==> src/rtl/tdb_consts.svh <==
/*
 * Constants of the timer DMA burst front end: register byte offsets, field
 * positions, reset values and the target register base.
 * Assumes inclusion by bare name from the design file and the bench.
 */
`ifndef TDB_CONSTS_SVH
`define TDB_CONSTS_SVH

`define TDB_OFF_CTRL1 8'h00
`define TDB_OFF_BURST_CTRL 8'h48
`define TDB_OFF_BURST_WIN 8'h4C
`define TDB_OFF_BURST_STAT 8'h50
`define TDB_BASE_LSB 0
`define TDB_BASE_MSB 4
`define TDB_LEN_LSB 8
`define TDB_LEN_MSB 12
`define TDB_CTRL_MASK 16'h1F1F
`define TDB_CTRL_RESET 16'h0000
`define TDB_WIN_RESET 16'h0000
`define TDB_IDX_RESET 5'h00
`define TDB_RESP_OKAY 2'h0
`define TDB_RESP_SLVERR 2'h2

`endif

==> src/rtl/tdb_pkg.sv <==
/*
 * Types of the timer DMA burst front end.
 * Assumes tdb_consts.svh sits on the include path.
 */
`default_nettype none
package tdb_pkg;
    // Bus-slave phase; Gray codes along idle, busy, answer
    typedef enum logic [1:0] {
        TDB_IDLE = 2'b00,
        TDB_FWD = 2'b01,
        TDB_RESP = 2'b11
    } tdb_state_t;
    // Size of one window data item
    typedef enum logic {
        TDB_SIZE16 = 1'b0,
        TDB_SIZE8 = 1'b1
    } tdb_size_t;
endpackage : tdb_pkg
`default_nettype wire

==> src/rtl/tdb_burst.sv <==
/*
 * Timer DMA burst-access front end: AXI4-Lite slave holding the burst
 * control register and the burst window, which redirects each window access
 * to the timer register file at control register one plus 4*(base+index).
 * Assumes the timer register file answers a forwarded access with TRG_ACK
 * (read data valid in that cycle) and that the DMA side issues
 * burst_length+1 window accesses per burst in word mode, twice that in byte mode.
 */
// Implementation choice: register access over AXI4-Lite.
`default_nettype none
`include "tdb_consts.svh"
module tdb_burst
    import tdb_pkg::*;
#(
    parameter int ADDR_W = 8
) (
    input wire logic CLK,
    input wire logic RST,
    input wire logic [ADDR_W-1:0] S_AXI_AWADDR,
    input wire logic S_AXI_AWVALID,
    output logic S_AXI_AWREADY,
    input wire logic [31:0] S_AXI_WDATA,
    input wire logic [3:0] S_AXI_WSTRB,
    input wire logic S_AXI_WVALID,
    output logic S_AXI_WREADY,
    output logic [1:0] S_AXI_BRESP,
    output logic S_AXI_BVALID,
    input wire logic S_AXI_BREADY,
    input wire logic [ADDR_W-1:0] S_AXI_ARADDR,
    input wire logic S_AXI_ARVALID,
    output logic S_AXI_ARREADY,
    output logic [31:0] S_AXI_RDATA,
    output logic [1:0] S_AXI_RRESP,
    output logic S_AXI_RVALID,
    input wire logic S_AXI_RREADY,
    input wire logic BYTE_MODE,
    output logic [ADDR_W-1:0] TRG_ADDR,
    output logic TRG_REQ,
    output logic TRG_WRITE,
    output logic [15:0] TRG_WDATA,
    input wire logic [15:0] TRG_RDATA,
    input wire logic TRG_ACK
);
    logic [15:0] ctrl_q, ctrl_d;
    logic [4:0] idx_q, idx_d;
    logic [15:0] win_q, win_d;
    logic byte_hi_q, byte_hi_d;
    tdb_state_t wst_q, wst_d, rst_q, rst_d;
    logic [ADDR_W-1:0] awaddr_q, araddr_q;
    logic [15:0] wdata_q;
    logic [3:0] wstrb_q;
    logic aw_have_q, w_have_q;
    logic [1:0] bresp_q, rresp_q;
    logic [31:0] rdata_q;

    // Field split of the control register
    wire logic [4:0] base_f = ctrl_q[`TDB_BASE_MSB:`TDB_BASE_LSB];
    wire logic [4:0] len_f = ctrl_q[`TDB_LEN_MSB:`TDB_LEN_LSB];
    wire logic [5:0] sum_f = {1'b0, base_f} + {1'b0, idx_q};
    wire logic last_f = (idx_q == len_f);

    // Target address: ctrl1 plus four bytes per register step
    wire logic [ADDR_W-1:0] tgt_addr = ADDR_W'(`TDB_OFF_CTRL1) + ADDR_W'({sum_f, 2'b00});

    // Write decode once both halves are held
    // A write waits while a read owns the target port, so only one access moves the index
    wire logic wr_go = (wst_q == TDB_IDLE) && aw_have_q && w_have_q && (rst_q != TDB_FWD);
    wire logic wr_ctrl = wr_go && (awaddr_q == ADDR_W'(`TDB_OFF_BURST_CTRL));
    wire logic wr_win = wr_go && (awaddr_q == ADDR_W'(`TDB_OFF_BURST_WIN));
    wire logic wr_ok = wr_ctrl || wr_win;
    // Read decode when an address arrives and no write owns the target port
    // A window write decoded in the same cycle claims the port first
    wire logic rd_go = (rst_q == TDB_IDLE) && S_AXI_ARVALID && (wst_q != TDB_FWD) && !wr_win;
    wire logic rd_win = rd_go && (S_AXI_ARADDR == ADDR_W'(`TDB_OFF_BURST_WIN));
    wire logic fwd_wr = (wst_q == TDB_FWD);
    wire logic fwd_rd = (rst_q == TDB_FWD);
    // One access step of the burst finished at the target
    wire logic step_done = (fwd_wr || fwd_rd) && TRG_ACK;
    // In byte mode a step covers a register only on the second byte
    wire logic reg_done = step_done && (!BYTE_MODE || byte_hi_q);

    // Handshake outputs
    assign S_AXI_AWREADY = !aw_have_q && (wst_q == TDB_IDLE);
    assign S_AXI_WREADY = !w_have_q && (wst_q == TDB_IDLE);
    assign S_AXI_ARREADY = rd_go;
    assign S_AXI_BVALID = (wst_q == TDB_RESP);
    assign S_AXI_RVALID = (rst_q == TDB_RESP);
    assign S_AXI_BRESP = bresp_q;
    assign S_AXI_RRESP = rresp_q;
    assign S_AXI_RDATA = rdata_q;

    // Forwarded access to the timer register file
    assign TRG_REQ = fwd_wr || fwd_rd;
    assign TRG_WRITE = fwd_wr;
    assign TRG_ADDR = tgt_addr;
    // First byte lands in the upper half of the first register
    assign TRG_WDATA = !BYTE_MODE ? wdata_q :
        (byte_hi_q ? {win_q[15:8], wdata_q[7:0]} : {wdata_q[7:0], 8'h00});

    // Write channel phase
    always_comb begin
        wst_d = wst_q;
        case (wst_q)
            TDB_IDLE: if (wr_win) wst_d = TDB_FWD; else if (wr_go) wst_d = TDB_RESP;
            TDB_FWD: if (TRG_ACK) wst_d = TDB_RESP;
            TDB_RESP: if (S_AXI_BREADY) wst_d = TDB_IDLE;
            default: wst_d = TDB_IDLE;
        endcase
    end

    // Read channel phase
    always_comb begin
        rst_d = rst_q;
        case (rst_q)
            TDB_IDLE: if (rd_win) rst_d = TDB_FWD; else if (rd_go) rst_d = TDB_RESP;
            TDB_FWD: if (TRG_ACK) rst_d = TDB_RESP;
            TDB_RESP: if (S_AXI_RREADY) rst_d = TDB_IDLE;
            default: rst_d = TDB_IDLE;
        endcase
    end

    // Index steps per register and wraps after the last one
    always_comb begin
        idx_d = idx_q;
        byte_hi_d = byte_hi_q;
        if (wr_ctrl) begin
            idx_d = `TDB_IDX_RESET;
            byte_hi_d = 1'b0;
        end else if (step_done) begin
            byte_hi_d = BYTE_MODE && !byte_hi_q;
            if (reg_done) begin
                idx_d = last_f ? `TDB_IDX_RESET : idx_q + 5'h01;
            end
        end
    end

    // Byte lanes of the control register; reserved bits stay zero
    always_comb begin
        ctrl_d = ctrl_q;
        if (wr_ctrl) begin
            if (wstrb_q[0]) ctrl_d[7:0] = wdata_q[7:0];
            if (wstrb_q[1]) ctrl_d[15:8] = wdata_q[15:8];
            ctrl_d = ctrl_d & `TDB_CTRL_MASK;
        end
    end

    // Window holds the last value moved through it
    always_comb begin
        win_d = win_q;
        if (fwd_wr && TRG_ACK) win_d = TRG_WDATA;
        else if (fwd_rd && TRG_ACK) win_d = TRG_RDATA;
    end

    // Capture of the bus requests
    always_ff @(posedge CLK) begin
        if (RST) begin
            aw_have_q <= 1'b0;
            w_have_q <= 1'b0;
            awaddr_q <= '0;
            wdata_q <= 16'h0000;
            wstrb_q <= 4'h0;
            araddr_q <= '0;
        end else begin
            if (S_AXI_AWVALID && S_AXI_AWREADY) begin
                aw_have_q <= 1'b1;
                awaddr_q <= S_AXI_AWADDR;
            end else if (wr_go) aw_have_q <= 1'b0;
            if (S_AXI_WVALID && S_AXI_WREADY) begin
                w_have_q <= 1'b1;
                wdata_q <= S_AXI_WDATA[15:0];
                wstrb_q <= S_AXI_WSTRB;
            end else if (wr_go) w_have_q <= 1'b0;
            if (rd_go) araddr_q <= S_AXI_ARADDR;
        end
    end

    // Answers: unmapped addresses get SLVERR, window read returns target data
    always_ff @(posedge CLK) begin
        if (RST) begin
            bresp_q <= `TDB_RESP_OKAY;
            rresp_q <= `TDB_RESP_OKAY;
            rdata_q <= 32'h0000_0000;
        end else begin
            if (wr_go) bresp_q <= wr_ok ? `TDB_RESP_OKAY : `TDB_RESP_SLVERR;
            if (rd_go) begin
                rresp_q <= `TDB_RESP_OKAY;
                rdata_q <= 32'h0000_0000;
                if (S_AXI_ARADDR == ADDR_W'(`TDB_OFF_BURST_CTRL)) rdata_q <= {16'h0000, ctrl_q};
                else if (S_AXI_ARADDR == ADDR_W'(`TDB_OFF_BURST_STAT))
                    rdata_q <= {26'h0, byte_hi_q, idx_q};
                else if (!rd_win) rresp_q <= `TDB_RESP_SLVERR;
            end else if (fwd_rd && TRG_ACK) rdata_q <= {16'h0000, TRG_RDATA};
        end
    end

    // State registers
    always_ff @(posedge CLK) begin
        if (RST) begin
            wst_q <= TDB_IDLE;
            rst_q <= TDB_IDLE;
            ctrl_q <= `TDB_CTRL_RESET;
            idx_q <= `TDB_IDX_RESET;
            win_q <= `TDB_WIN_RESET;
            byte_hi_q <= 1'b0;
        end else begin
            wst_q <= wst_d;
            rst_q <= rst_d;
            ctrl_q <= ctrl_d;
            idx_q <= idx_d;
            win_q <= win_d;
            byte_hi_q <= byte_hi_d;
        end
    end
endmodule : tdb_burst
`default_nettype wire

==> config.mk <==
export PLATFORM = sky130hd
export DESIGN_NAME = tdb_burst
export DESIGN_NICKNAME = d
export VERILOG_FILES = /design/src/rtl/tdb_pkg.sv /design/src/rtl/tdb_burst.sv
export VERILOG_INCLUDE_DIRS = /design/src /design/src/rtl
export SDC_FILE = /design/constraint.sdc
export NUM_CORES = 1
export LEC_CHECK = 0
export ABC_AREA = 1
export BUFFER_PORTS_ARGS = -buffer_cell sky130_fd_sc_hd__buf_2
export CAP_MARGIN = 25
export CORE_MARGIN = 3
export CORE_UTILIZATION = 40
export CTS_CLUSTER_SIZE = 16
export DETAILED_ROUTE_END_ITERATION = 12
export HOLD_SLACK_MARGIN = 0.05
export PLACE_DENSITY = 0.75
export SYNTH_ARGS = -nofsm -noshare
export SYNTH_HDL_FRONTEND = slang
export SYNTH_SLANG_ARGS = --single-unit
export TNS_END_PERCENT = 30
==> constraint.sdc <==
create_clock -name CLK -period 1.35 [get_ports CLK]
set_input_delay 0.135 -clock CLK [delete_from_list [all_inputs] [get_ports CLK]]
set_output_delay 0.135 -clock CLK [all_outputs]
set_load 0.005 [all_outputs]
==> results of run 1 <==
==> final cells by class <==
| class | count | area, um2 |
|---|---|---|
| Clock buffer | 10 | 127.6 |
| Clock inverter | 5 | 32.53 |
| Fill cell | 793 | 3652 |
| Inverter | 56 | 222.7 |
| Multi-Input combinational cell | 380 | 2322 |
| Sequential cell | 74 | 1508 |
| Tap cell | 129 | 161.4 |
| Timing Repair Buffer | 178 | 1245 |
| Timing Repair inverter | 2 | 12.51 |
==> per-stage QoR <==
stage / TNS [ns] / hold WS, ns / utilization / setup slack [ns] / total power (W)
3_3_place_gp: -0.4437 / 0.3853 / 0.5090 / -0.08729 / 0.006152
2_1_floorplan: 0 / 0.2766 / - / 0.001296 / 0.004877
6_report: -5.403 / 0.05556 / 0.6066 / -0.3695 / 0.008840
4_1_cts: -4.734 / 0.05183 / 0.5668 / -0.3990 / 0.008342
5_1_grt: -9.401 / 0.05261 / 0.6066 / -0.4146 / 0.009357
3_5_place_dp: -1.462 / 0.3959 / 0.5090 / -0.1195 / 0.006266
==> power by group through the flow <==
stage | sequential [W] | combinational [W] | clock [W]
after floorplan | 0.00292 | 0.00196 | 0
after global placement | 0.00294 | 0.00321 | 0
after detailed placement | 0.00295 | 0.00331 | 0
after CTS | 0.00295 | 0.00390 | 0.00149
after global routing | 0.00307 | 0.00472 | 0.00157
final | 0.00302 | 0.00435 | 0.00147
==> timing repair <==
item / in CTS / in global routing
gates cloned: 1 / 3
hold endpoints to repair: 5 / 0
pin swaps: 16 / 37
endpoints found under the setup margin: 61 / 74
setup buffers: 18 / 4
resized for setup: 68 / 75
hold buffers: 5 / 0
==> layer usage <==
metal  GRT usage  routed length, um  share of wire  vias to the layer above
met5           0                  0              0                        -
met4     0.07217                267          0.022                        0
met3     0.06021                965          0.079                       24
met2      0.3756               6306           0.52                      157
met1      0.2315               4623           0.38                     1987
li1            -                  -              -                     2057
==> cells by family (layout without fill, tap and decap cells) <==
| family | after synthesis | after routing | share of synthesized area |
|---|---|---|---|
| compound gates | 149 | 149 | 0.2016 |
| xor+xnor | 6 | 6 | 0.01366 |
| simple gates | 198 | 198 | 0.2503 |
| fa+ha+maj | 7 | 7 | 0.02471 |
| other cells | 1 | 20 | 0.0009744 |
| buf+inv | 94 | 251 | 0.1239 |
| flops | 74 | 74 | 0.3849 |
==> registers in the layout, indices dropped and copies added (netlist names), 2 cells and up <==
| signal | cells |
|---|---|
| rst_q | 2 |
| idx_q | 5 |
| wdata_q | 16 |
| win_q | 8 |
| wstrb_q | 2 |
| ctrl_q | 10 |
| awaddr_q | 8 |
| S_AXI_RDATA | 16 |
| wst_q | 2 |
==> worst max-delay path: cells and delay by family, from the launching register on <==
family / cells / cell delay (ns)
DFF: 1 / 0.34
xor gates and xnor gates: 1 / 0.13
buffers and inverters: 2 / 0.26
adders and majority gates: 2 / 0.51
==> cell usage after synthesis (all sizes together) <==
library cell  number  area, um2
nand2            106      445.4
a21oi             78      394.1
dfxtp             74       1481
o21ai             62      317.8
inv               56      215.2
nand3             42      215.2
nor2              39      234.0
buf               29      226.5
clkbuf             9      35.03
nand4              8      50.05
ha                 6      75.07
a31oi              3      18.77
o211ai             3      22.52
xnor2              3      26.28
xor2               3      26.28
a211oi             1      7.510
conb               1      3.750
fa                 1      20.02
nand3b             1      7.510
nor3               1      5.000
o21bai             1      7.510
o31ai              1      7.510
or2                1      6.260
==> worst max-delay path by stage <==
stage                                 startpoint          end  depth (start not counted)
after floorplan            idx_q[0]$_SDFFE_PP0P_  TRG_ADDR[6]                          5
after global routing       idx_q[0]$_SDFFE_PP0P_  TRG_ADDR[6]                          6
after detailed placement  ctrl_q[0]$_SDFFE_PP0P_  TRG_ADDR[6]                          6
final                      idx_q[0]$_SDFFE_PP0P_  TRG_ADDR[4]                          5
after CTS                 ctrl_q[0]$_SDFFE_PP0P_  TRG_ADDR[4]                          5
after global placement    ctrl_q[0]$_SDFFE_PP0P_  TRG_ADDR[6]                          6
==> metrics.md, run 1 <==
| Metric | Value |
|---|---|
| # IOs | `144` |
| Crit-path max FO | `2` |
| CTS H-tree depth | `3` |
| Share of layout cells above drive strength 1 | `0.4468` |
| Clk buf depth | `2` |
| Status | `finished with violations` |
| Total congestion overflow | `0` |
| Critical Path Start Type | `register` |
| Crit Path Class | `reg -> out` |
| Num rows | `35` |
| Routability cong. | `0.8304` |
| GRT Total Usage | `0.2076` |
| WL/cell | `14.58 um` |
| Crit path DAT | `1.58 ns` |
| Syn_area_per_cell | `roughly 7.3 um2` |
| Crit-path max cell delay | `0.35 ns` |
| Total wire length | `12.16 mm` |
| Fin cells | `approximately 830` |
| Clock insertion delay at the later pin of the skew report | `0.35 ns` |
| Most frequent cells in the layout | `103 x buf_2, 87 x nand2_1, 59 x dfxtp_1` |
| Comb power frac | `0.492` |
| Die width | `104.1 um` |
| Unrepaired setup endpoints after global routing | `true` |
| Reg2Reg Setup Slack | `-0.12 ns` |
| Sw Ratio | `0.3940` |
| Maximum clock frequency | `0.5816 GHz` |
| CP cell instances | `ha_4 -> fa_2 -> buf_4 -> xor2_1 -> buf_2` |
| CTS tree | `built` |
| Min setup slack post-route | `-0.3695 ns` |
| Worst min path class | `in -> reg` |
| Drt pass-1 iters | `4` |
| CP max stage cell | `fa_2` |
| Vias | `4225` |
| Layout overhead on the synthesized area | `46.33%` |
| Commonest non-fill, non-tap cell in the layout | `buf_2` |
| Die Span Y | `104.1 um` |
| Static leakage | `2.499 nW` |
| Worst reg2reg path endpoint | `S_AXI_RDATA[3]$_SDFFE_PP0P_` |
| Reg2Reg Depth | `8` |
| Unique cell type count in the Yosys netlist | `37` |
| Hold path cells | `3` |
| Worst vdd ir | `between 900 and 1000 uV` |
| Clock-pin slew on the worst setup and hold paths | `0.08 ns` |
| Seq pwr share | `0.341` |
| Number of global-route vias before repair | `4103` |
| Largest net degree at the start of global routing | `25` |
| Core ar. | `approximately 9300 um2` |
| Max-Cap Viols | `0` |
| CTS Buf Count | `9` |
| Die footprint | `10830 um2` |
| CTS sink cnt | `74` |
| Internal power | `0.005357 W` |
| Routed Antenna Nets | `0` |
| Pwr Density | `1570 nW/um2` |
| Hold EP | `awaddr_q[7]$_SDFFE_PP0P_` |
| # DRC | `0` |
| Placed cells | `788` |
| Worst Path Required | `1.22 ns` |
| Clock share of power | `0.166` |
| Failing checks | `setup timing` |
| Antenna Cells | `0` |
| Final Hold Violating Endpoints | `0` |
| Element type at the critical path end | `output pin` |
| Via density per instance | `approximately 5.1` |
| Skew final | `between 0.015 and 0.02 ns` |
| Nets@finish | `785` |
| Reg2reg start | `rst_q[0]$_SDFFE_PP0P_` |
| #FFs+latches synth | `between 70 and 80` |
| Synth Cell Area | `3849 um2` |
| Net Sw Power | `0.003483 W` |
| Global-route wire length before repair | `18.51 mm` |
| Final setup vio count | `61` |
| Seq/Total Area, Yosys | `0.3849` |
| Post-layout min period | `1.719 ns` |
| CTS root buffer | `clkbuf_8` |
| Detailed Route Iter0 Violations | `231` |
| Placement Cell Area | `4726 um2` |
| Post-detail-place hpwl | `8.640 mm` |
| Max Slew Vio Count | `0` |
| Synth warnings | `0` |
| Initial antenna violation count | `0` |
| Initial core utilization | `0.4146` |
| Fin area | `5632 um2` |
| HP Start | `S_AXI_AWADDR[7]` |
| Port Buf Inserts | `105` |
| Cells after Synth | `roughly 530` |
| Crit share post-route | `1.274` |
Power figures use the tool's default switching activity.
==> run 2: changes to the inputs <==
--- a/config.mk
+++ b/config.mk
@@ -6,7 +6,7 @@
 export SDC_FILE = /design/constraint.sdc
 export NUM_CORES = 1
 export LEC_CHECK = 0
-export ABC_AREA = 1
+export ABC_AREA = 0
 export BUFFER_PORTS_ARGS = -buffer_cell sky130_fd_sc_hd__buf_2
 export CAP_MARGIN = 25
 export CORE_MARGIN = 3
==> run 2 against run 1 <==
The run still ends with setup timing left. Die area did not move. Critical path depth rose by 2. Clock skew fell by 0.0060 ns. Register-to-register slack got worse by 0.33 ns. Worst hold slack improved by 0.011 ns. Combinational power fell by 65%. Non-clock buffer count rose by 18. Synthesized area did not move. Critical endpoint is now TRG_ADDR[6]. Highest routed layer unchanged.
==> metrics.md, run 2 <==
| Metric | Value |
|---|---|
| Synth warnings | `0 (unchanged)` |
| CP cell instances | `ha_4 -> fa_2 -> a21oi_2 -> nor2_1 -> nor2_1 -> xnor2_1 -> buf_2 (was ha_4 -> fa_2 -> buf_4 -> xor2_1 -> buf_2)` |
| Global-route wire length before repair | `18.49 mm (was 18.51 mm)` |
| Synth Cell Area | `3849 um2 (unchanged)` |
| Top cell type's share of synthesized area | `0.3849 (unchanged)` |
| Initial antenna violation count | `0 (unchanged)` |
| Total wire length | `11.98 mm (was 12.16 mm)` |
| Crit path top cell by count | `nor2_1` |
| Worst Path Required | `1.22 ns (about the same)` |
| Reg2reg start | `w_have_q$_SDFFE_PP0P_ (was rst_q[0]$_SDFFE_PP0P_)` |
| Detailed Route Iter0 Violations | `172 (was 231)` |
| CTS tree | `built (unchanged)` |
| Reg2Reg Setup Slack | `-0.45 ns (was -0.12 ns)` |
| Routed Antenna Nets | `0 (unchanged)` |
| Crit share post-route | `1.425 (was 1.274)` |
| Critical Path Start Type | `register (unchanged)` |
| CTS H-tree depth | `3 (unchanged)` |
| Initial core utilization | `0.4146 (unchanged)` |
| Ys flop type | `dfxtp_1 (unchanged)` |
| Worst vdd ir | `708.9 uV (was 978.8 uV)` |
| Vias | `3958 (was 4225)` |
| Reg2Reg Depth | `7 (was 8)` |
| Pwr Density | `1071 nW/um2 (was 1570 nW/um2)` |
| Failing checks | `setup timing (unchanged)` |
| Syn_area_per_cell | `8.367 um2 (was 7.275 um2)` |
| Final core utilization | `0.6131 (was 0.6066)` |
| Element type at the critical path end | `output pin (unchanged)` |
| Most frequent cell after synthesis | `nand2_1 (unchanged)` |
| Min setup slack post-route | `-0.5738 ns (was -0.3695 ns)` |
| Synth top area cells | `dfxtp_1 38%, mux2i_1 11%, nand2_1 10% (was dfxtp_1 38%, a21oi_1 10%, nand2_1 9.5%)` |
| Crit Path Class | `reg -> out (unchanged)` |
| Max Slew Vio Count | `0 (unchanged)` |
| Crit-path max FO | `2 (unchanged)` |
| Clock insertion delay at the later pin of the skew report | `0.36 ns (was 0.35 ns)` |
| Worst reg2reg path endpoint | `S_AXI_RDATA[14]$_SDFFE_PP0P_ (was S_AXI_RDATA[3]$_SDFFE_PP0P_)` |
| #FFs+latches synth | `74 (unchanged)` |
| Die width | `104.1 um (unchanged)` |
| Post-detail-place hpwl | `8.183 mm (was 8.640 mm)` |
| Hold path cells | `3 (unchanged)` |
| Static leakage | `2.493 nW (was 2.499 nW)` |
| Core ar. | `9284 um2 (unchanged)` |
| Max-Cap Viols | `0 (unchanged)` |
| Nets@finish | `722 (was 785)` |
| Antenna Cells | `0 (unchanged)` |
| Hold_ws | `0.06669 ns (was 0.05556 ns)` |
| Top cell type by total area after synthesis | `dfxtp_1 (unchanged)` |
| Final Hold Violating Endpoints | `0 (unchanged)` |
| CTS root buffer | `clkbuf_8 (unchanged)` |
| Die Span Y | `104.1 um (unchanged)` |
| Skew final | `0.01178 ns (was 0.01780 ns)` |
| Most frequent cells in the layout | `104 x buf_2, 103 x nand2_1, 62 x dfxtp_1 (was 103 x buf_2, 87 x nand2_1, 59 x dfxtp_1)` |
| Num rows | `35 (unchanged)` |
| Number of global-route vias before repair | `3846 (was 4103)` |
| Most frequent cells after synthesis | `104 x nand2_1, 74 x dfxtp_1, 48 x a21oi_1 (was 97 x nand2_1, 77 x a21oi_1, 74 x dfxtp_1)` |
| Commonest non-fill, non-tap cell in the layout | `buf_2 (unchanged)` |
| Clock-pin slew on the worst setup and hold paths | `0.08 ns (about the same)` |
| Die footprint | `10830 um2 (unchanged)` |
| Final setup vio count | `68 (was 61)` |
| Worst min path class | `in -> reg (unchanged)` |
| Hold EP | `win_q[11]$_SDFFE_PP0P_ (was awaddr_q[7]$_SDFFE_PP0P_)` |
| Share of layout cells above drive strength 1 | `0.4128 (was 0.4468)` |
| WL/cell | `15.54 um (was 14.58 um)` |
| Crit path DAT | `1.79 ns (was 1.58 ns)` |
| Port Buf Inserts | `105 (unchanged)` |
| CTS Buf Count | `9 (unchanged)` |
| Post-layout min period | `1.924 ns (was 1.719 ns)` |
| Total congestion overflow | `0 (unchanged)` |
| Status | `finished with violations (unchanged)` |
| Largest net degree at the start of global routing | `42 (was 25)` |
| GRT Total Usage | `0.2068 (was 0.2076)` |
| Maximum clock frequency | `0.5198 GHz (was 0.5816 GHz)` |
| # IOs | `144 (unchanged)` |
| # DRC | `0 (unchanged)` |
| Synth async-reset ratio | `0 (unchanged)` |
| Number of synthesized flops with an enable pin | `0 (unchanged)` |
| Crit-path max cell delay | `0.35 ns (about the same)` |
| Unrepaired setup endpoints after global routing | `true (unchanged)` |
| Seq/Total Area, Yosys | `0.3849 (unchanged)` |
| CP max stage cell | `fa_2 (unchanged)` |
| Via density per instance | `5.134 (was 5.066)` |
| Clk buf depth | `2 (unchanged)` |
| HP Start | `TRG_RDATA[11] (was S_AXI_AWADDR[7])` |
| Layout overhead on the synthesized area | `47.89% (was 46.33%)` |
| Drt pass-1 iters | `4 (unchanged)` |
| Unique cell type count in the Yosys netlist | `49 (was 37)` |
| Cells after Synth | `460 (was 529)` |
| Routability cong. | `0.9034 (was 0.8304)` |
| CTS sink cnt | `74 (unchanged)` |
==> run 2: layout make-up <==
| type | instances | area [um2] |
|---|---|---|
| clock buffers | 10 | 137.6 |
| clock inverters | 5 | 102.6 |
| fillers | 761 | 3592 |
| inverters | 9 | 36.28 |
| multi-input cells | 348 | 2375 |
| flip-flops and latches | 74 | 1496 |
| well taps | 129 | 161.4 |
| repair buffers | 196 | 1383 |
==> run 2: timing repair <==
action / in CTS / in global routing
hold endpoints to repair: 28 / 0
pin swaps: 22 / 19
cloned: 1 / 0
hold buffers: 28 / 0
buffers inserted: 6 / 7
gates resized for setup: 54 / 36
setup endpoints to repair: 99 / 98
==> run 2: worst max-delay path by stage <==
stage                                        start                           end
after floorplan              wst_q[0]$_SDFFE_PP0P_  S_AXI_RDATA[10]$_SDFFE_PP0P_
after global placement    awaddr_q[4]$_SDFFE_PP0P_   S_AXI_RDATA[3]$_SDFFE_PP0P_
after detailed placement           S_AXI_ARADDR[0]   S_AXI_RDATA[4]$_SDFFE_PP0P_
after CTS                    idx_q[0]$_SDFFE_PP0P_                   TRG_ADDR[6]
after global routing         idx_q[0]$_SDFFE_PP0P_                   TRG_ADDR[6]
final                        idx_q[0]$_SDFFE_PP0P_                   TRG_ADDR[6]
==> run 2: per-layer routing <==
metal,part of all wire,wire (um),track usage
met3,0.072,861,0.05525
met1,0.42,4994,0.2526
met5,0,0,0
met2,0.50,5965,0.3612
met4,0.013,159,0.05128
==> run 2: kinds of logic (layout without fill, tap and decap cells) <==
kind of cell	after synthesis	after routing	share of synthesized area
XOR/XNOR	8	8	0.01821
AND/OR/NAND/NOR	177	177	0.2152
adder cells (fa/ha/maj)	7	7	0.02471
multiplexers	53	53	0.1417
other	1	20	0.0009744
flip-flops	74	74	0.3849
AO/OA/AOI/OAI	83	83	0.1359
buffers and inverters	57	220	0.07835
==> run 2: power breakdown <==
part / leakage, nW / switching (W) / internal, W
Clock: 0.118 / 0.000835 / 0.00126
Combinational: 1.77 / 0.000768 / 0.000774
Sequential: 0.608 / 0.000113 / 0.00234
==> run 2: critical path: cells and delay by family, from the launching register on <==
family | cells | cell delay [ns]
xor gates and xnor gates | 1 | 0.15
adders and majority gates | 2 | 0.51
buffers and inverters | 1 | 0.14
AOI/OAI and AO/OA | 1 | 0.12
DFF | 1 | 0.34
and+or+nand+nor | 2 | 0.18
==> run 2: stage by stage <==
stage	setup TNS [ns]	cells	setup WS [ns]	power [W]	instance area, um2
global placement	-12.59	721	-0.3244	0.003685	4808
detailed placement	-14.34	721	-0.4107	0.003722	4808
floorplan	-18.17	479	-0.5416	0.003206	3949
global route	-19.67	771	-0.6734	0.006361	5692
finish	-14.96	771	-0.5738	0.006098	5692
CTS	-13.86	770	-0.6050	0.006022	5578
==> run 3: changes to the inputs <==
--- a/config.mk
+++ b/config.mk
@@ -14,7 +14,8 @@
 export CTS_CLUSTER_SIZE = 16
 export DETAILED_ROUTE_END_ITERATION = 12
 export HOLD_SLACK_MARGIN = 0.05
-export PLACE_DENSITY = 0.75
+export PLACE_DENSITY = 0.7
+export REMOVE_ABC_BUFFERS = 1
 export SYNTH_ARGS = -nofsm -noshare
 export SYNTH_HDL_FRONTEND = slang
 export SYNTH_SLANG_ARGS = --single-unit
==> run 3 against run 2 <==
The run still ends with setup timing left. Register-to-register slack better by 0.09 ns. Non-clock buffer count up 9. Die area unchanged. Worst hold slack better by 0.0028 ns. Wire length down 3.1%. Critical endpoint is now S_AXI_ARREADY. Highest routed layer unchanged.
==> metrics.md, run 3 (synthesis results as in run 2) <==
| Metric | Value |
|---|---|
| CP Buf/Inv Count | `2 (was 1)` |
| Clk buf depth | `2 (unchanged)` |
| CP cell instances | `or4_4 -> o31ai_4 -> inv_4 -> buf_2 (was ha_4 -> fa_2 -> a21oi_2 -> nor2_1 -> nor2_1 -> xnor2_1 -> buf_2)` |
| Seq pwr share | `0.400 (was 0.403)` |
| Drt pass-1 iters | `5 (was 4)` |
| Reg2Reg Depth | `4 (was 7)` |
| # IOs | `144 (unchanged)` |
| Worst min path class | `in -> reg (unchanged)` |
| Hold EP | `win_q[11]$_SDFFE_PP0P_ (unchanged)` |
| Static leakage | `2.571 nW (was 2.493 nW)` |
| Number of global-route vias before repair | `3749 (was 3846)` |
| Post-layout min period | `1.901 ns (was 1.924 ns)` |
| Status | `finished with violations (unchanged)` |
| Initial antenna violation count | `0 (unchanged)` |
| CTS H-tree depth | `3 (unchanged)` |
| Core ar. | `9284 um2 (unchanged)` |
| Element type at the critical path end | `output pin (unchanged)` |
| Crit path DAT | `1.77 ns (was 1.79 ns)` |
| Maximum clock frequency | `0.5259 GHz (was 0.5198 GHz)` |
| Fill cells | `758 (was 761)` |
| Critical Path Start Type | `register (unchanged)` |
| Comb power frac | `0.269 (was 0.253)` |
| Global-route wire length before repair | `18.11 mm (was 18.49 mm)` |
| Share of layout cells above drive strength 1 | `0.4402 (was 0.4128)` |
| CTS Buf Count | `9 (unchanged)` |
| Largest delay contributor family on the critical path | `simple AND/OR/NAND/NOR gates (was adder cells)` |
| Pwr Density | `1048 nW/um2 (was 1071 nW/um2)` |
| Worst slack at placement | `-0.3996 ns (was -0.4107 ns)` |
| Max-Cap Viols | `0 (unchanged)` |
| Clock share of power | `0.330 (was 0.344)` |
| Unrepaired setup endpoints after global routing | `true (unchanged)` |
| Total wire length | `11.61 mm (was 11.98 mm)` |
| Actual slew at the worst max-slew pin | `roughly 0.52 ns` |
| Clock insertion delay at the later pin of the skew report | `0.35 ns (was 0.36 ns)` |
| Final Hold Violating Endpoints | `0 (unchanged)` |
| Crit share post-route | `1.409 (was 1.425)` |
| Reg2reg start | `wst_q[1]$_SDFFE_PP0P_ (was w_have_q$_SDFFE_PP0P_)` |
| Via density per instance | `5.026 (was 5.134)` |
| Port Buf Inserts | `105 (unchanged)` |
| Commonest non-fill, non-tap cell in the layout | `buf_2 (unchanged)` |
| Hold path cells | `3 (unchanged)` |
| Register area | `1501 um2 (was 1496 um2)` |
| Post-detail-place hpwl | `7.999 mm (was 8.183 mm)` |
| Final setup vio count | `91 (was 68)` |
| HP Start | `TRG_RDATA[11] (unchanged)` |
| WL/cell | `14.87 um (was 15.54 um)` |
| Routed Antenna Nets | `0 (unchanged)` |
| Nets@finish | `731 (was 722)` |
| Placed cells | `723 (was 721)` |
| GRT Total Usage | `0.2034 (was 0.2068)` |
| Tot Pwr | `0.006148 W (was 0.006098 W)` |
| Vias | `3925 (was 3958)` |
| Routability cong. | `0.8171 (was 0.9034)` |
| Crit-path max cell delay | `0.56 ns (was 0.35 ns)` |
| Die Span Y | `104.1 um (unchanged)` |
| Failing checks | `setup timing (unchanged)` |
| Skew final | `0.01197 ns (was 0.01178 ns)` |
| Largest net degree at the start of global routing | `42 (unchanged)` |
| Fin cells | `781 (was 771)` |
| Max Slew Vio Count | `0 (unchanged)` |
| CTS root buffer | `clkbuf_8 (unchanged)` |
| Crit Path Class | `reg -> out (unchanged)` |
| Total congestion overflow | `0 (unchanged)` |
| Hold_ws | `0.06952 ns (was 0.06669 ns)` |
| Num rows | `35 (unchanged)` |
| Worst reg2reg path endpoint | `S_AXI_RDATA[1]$_SDFFE_PP0P_ (was S_AXI_RDATA[14]$_SDFFE_PP0P_)` |
| Reg2Reg Setup Slack | `-0.36 ns (was -0.45 ns)` |
| CTS tree | `built (unchanged)` |
| Sw Ratio | `0.2973 (was 0.2815)` |
| Area of the multi-input gates | `2440 um2 (was 2375 um2)` |
| Worst vdd ir | `613.8 uV (was 708.9 uV)` |
| Worst Path Required | `1.22 ns (about the same)` |
| Die footprint | `10830 um2 (unchanged)` |
| # DRC | `0 (unchanged)` |
| Initial core utilization | `0.4146 (unchanged)` |
| Slew HR | `0.6524` |
| Die width | `104.1 um (unchanged)` |
| Most frequent cells in the layout | `103 x buf_2, 102 x nand2_1, 62 x dfxtp_1 (was 104 x buf_2, 103 x nand2_1, 62 x dfxtp_1)` |
| CTS sink cnt | `74 (unchanged)` |
| Antenna Cells | `0 (unchanged)` |
| Crit-path max FO | `3 (was 2)` |
| Placement Cell Area | `4802 um2 (was 4808 um2)` |
| CP max stage cell | `or4_4 (was fa_2)` |
| Net Sw Power | `0.001828 W (was 0.001716 W)` |
| Layout overhead on the synthesized area | `52.44% (was 47.89%)` |
| Clock-pin slew on the worst setup and hold paths | `0.09 ns (was 0.08 ns)` |
| Internal power | `0.004321 W (was 0.004381 W)` |
| Detailed Route Iter0 Violations | `282 (was 172)` |
| Fin area | `5867 um2 (was 5692 um2)` |
| Min setup slack post-route | `-0.5515 ns (was -0.5738 ns)` |
[run 3: routing by layer]
layer / share of wire / routed length, um / track usage
met1: 0.42 / 4861 / 0.2598
met2: 0.50 / 5756 / 0.3445
met3: 0.062 / 721 / 0.03476
met4: 0.023 / 269 / 0.07502
met5: 0 / 0 / 0
[run 3: what timing repair did]
item | in CTS | in global routing
resized for setup | 58 | 64
hold buffers | 28 | 0
pin swaps | 32 | 17
endpoints found under the setup margin | 99 | 100
cloned | 0 | 1
setup buffers | 3 | 13
hold endpoints to repair | 28 | 0
[run 3: area by class of cell]
cell class              instances  area share
clock buffers                  10     0.02346
clock inverters                 6     0.01621
inverters                       9    0.006611
multi-input cells             348      0.4159
flip-flops and latches         74      0.2559
well taps                     129     0.02751
repair buffers                205      0.2544
[run 3: worst register-to-register path: stages, from the launching register on]
cell and delay, ns:
dfxtp_4 0.37, or4_4 0.56, o31ai_4 0.25, buf_4 0.25, mux2i_1 0.20
[run 3: worst max-delay path by stage]
stage,start,end,slack [ns],cells after the start
2_1_floorplan,rst_q[0]$_SDFFE_PP0P_,S_AXI_RDATA[10]$_SDFFE_PP0P_,-0.55,5
3_3_place_gp,S_AXI_ARADDR[0],S_AXI_RDATA[11]$_SDFFE_PP0P_,-0.39,6
3_5_place_dp,S_AXI_ARADDR[0],S_AXI_RDATA[12]$_SDFFE_PP0P_,-0.40,6
4_1_cts,ctrl_q[0]$_SDFFE_PP0P_,TRG_ADDR[6],-0.57,7
5_1_grt,ctrl_q[1]$_SDFFE_PP0P_,TRG_ADDR[7],-0.62,6
6_report,wst_q[1]$_SDFFE_PP0P_,S_AXI_ARREADY,-0.55,4
[run 3: power by group through the flow]
stage	Clock, W	Sequential [W]	Combinational [W]
CTS	0.00206	0.00244	0.00142
floorplan	0	0.00248	0.000598
global placement	0	0.00247	0.00119
detailed placement	0	0.00248	0.00121
global route	0.00214	0.00248	0.00180
finish	0.00203	0.00246	0.00166
[run 3: metrics by stage]
| stage | util | TNS [ns] |
|---|---|---|
| 2_1_floorplan | - | -14.50 |
| 3_3_place_gp | 0.5173 | -15.04 |
| 3_5_place_dp | 0.5173 | -16.93 |
| 4_1_cts | 0.5945 | -14.56 |
| 5_1_grt | 0.6319 | -22.64 |
| 6_report | 0.6319 | -17.55 |
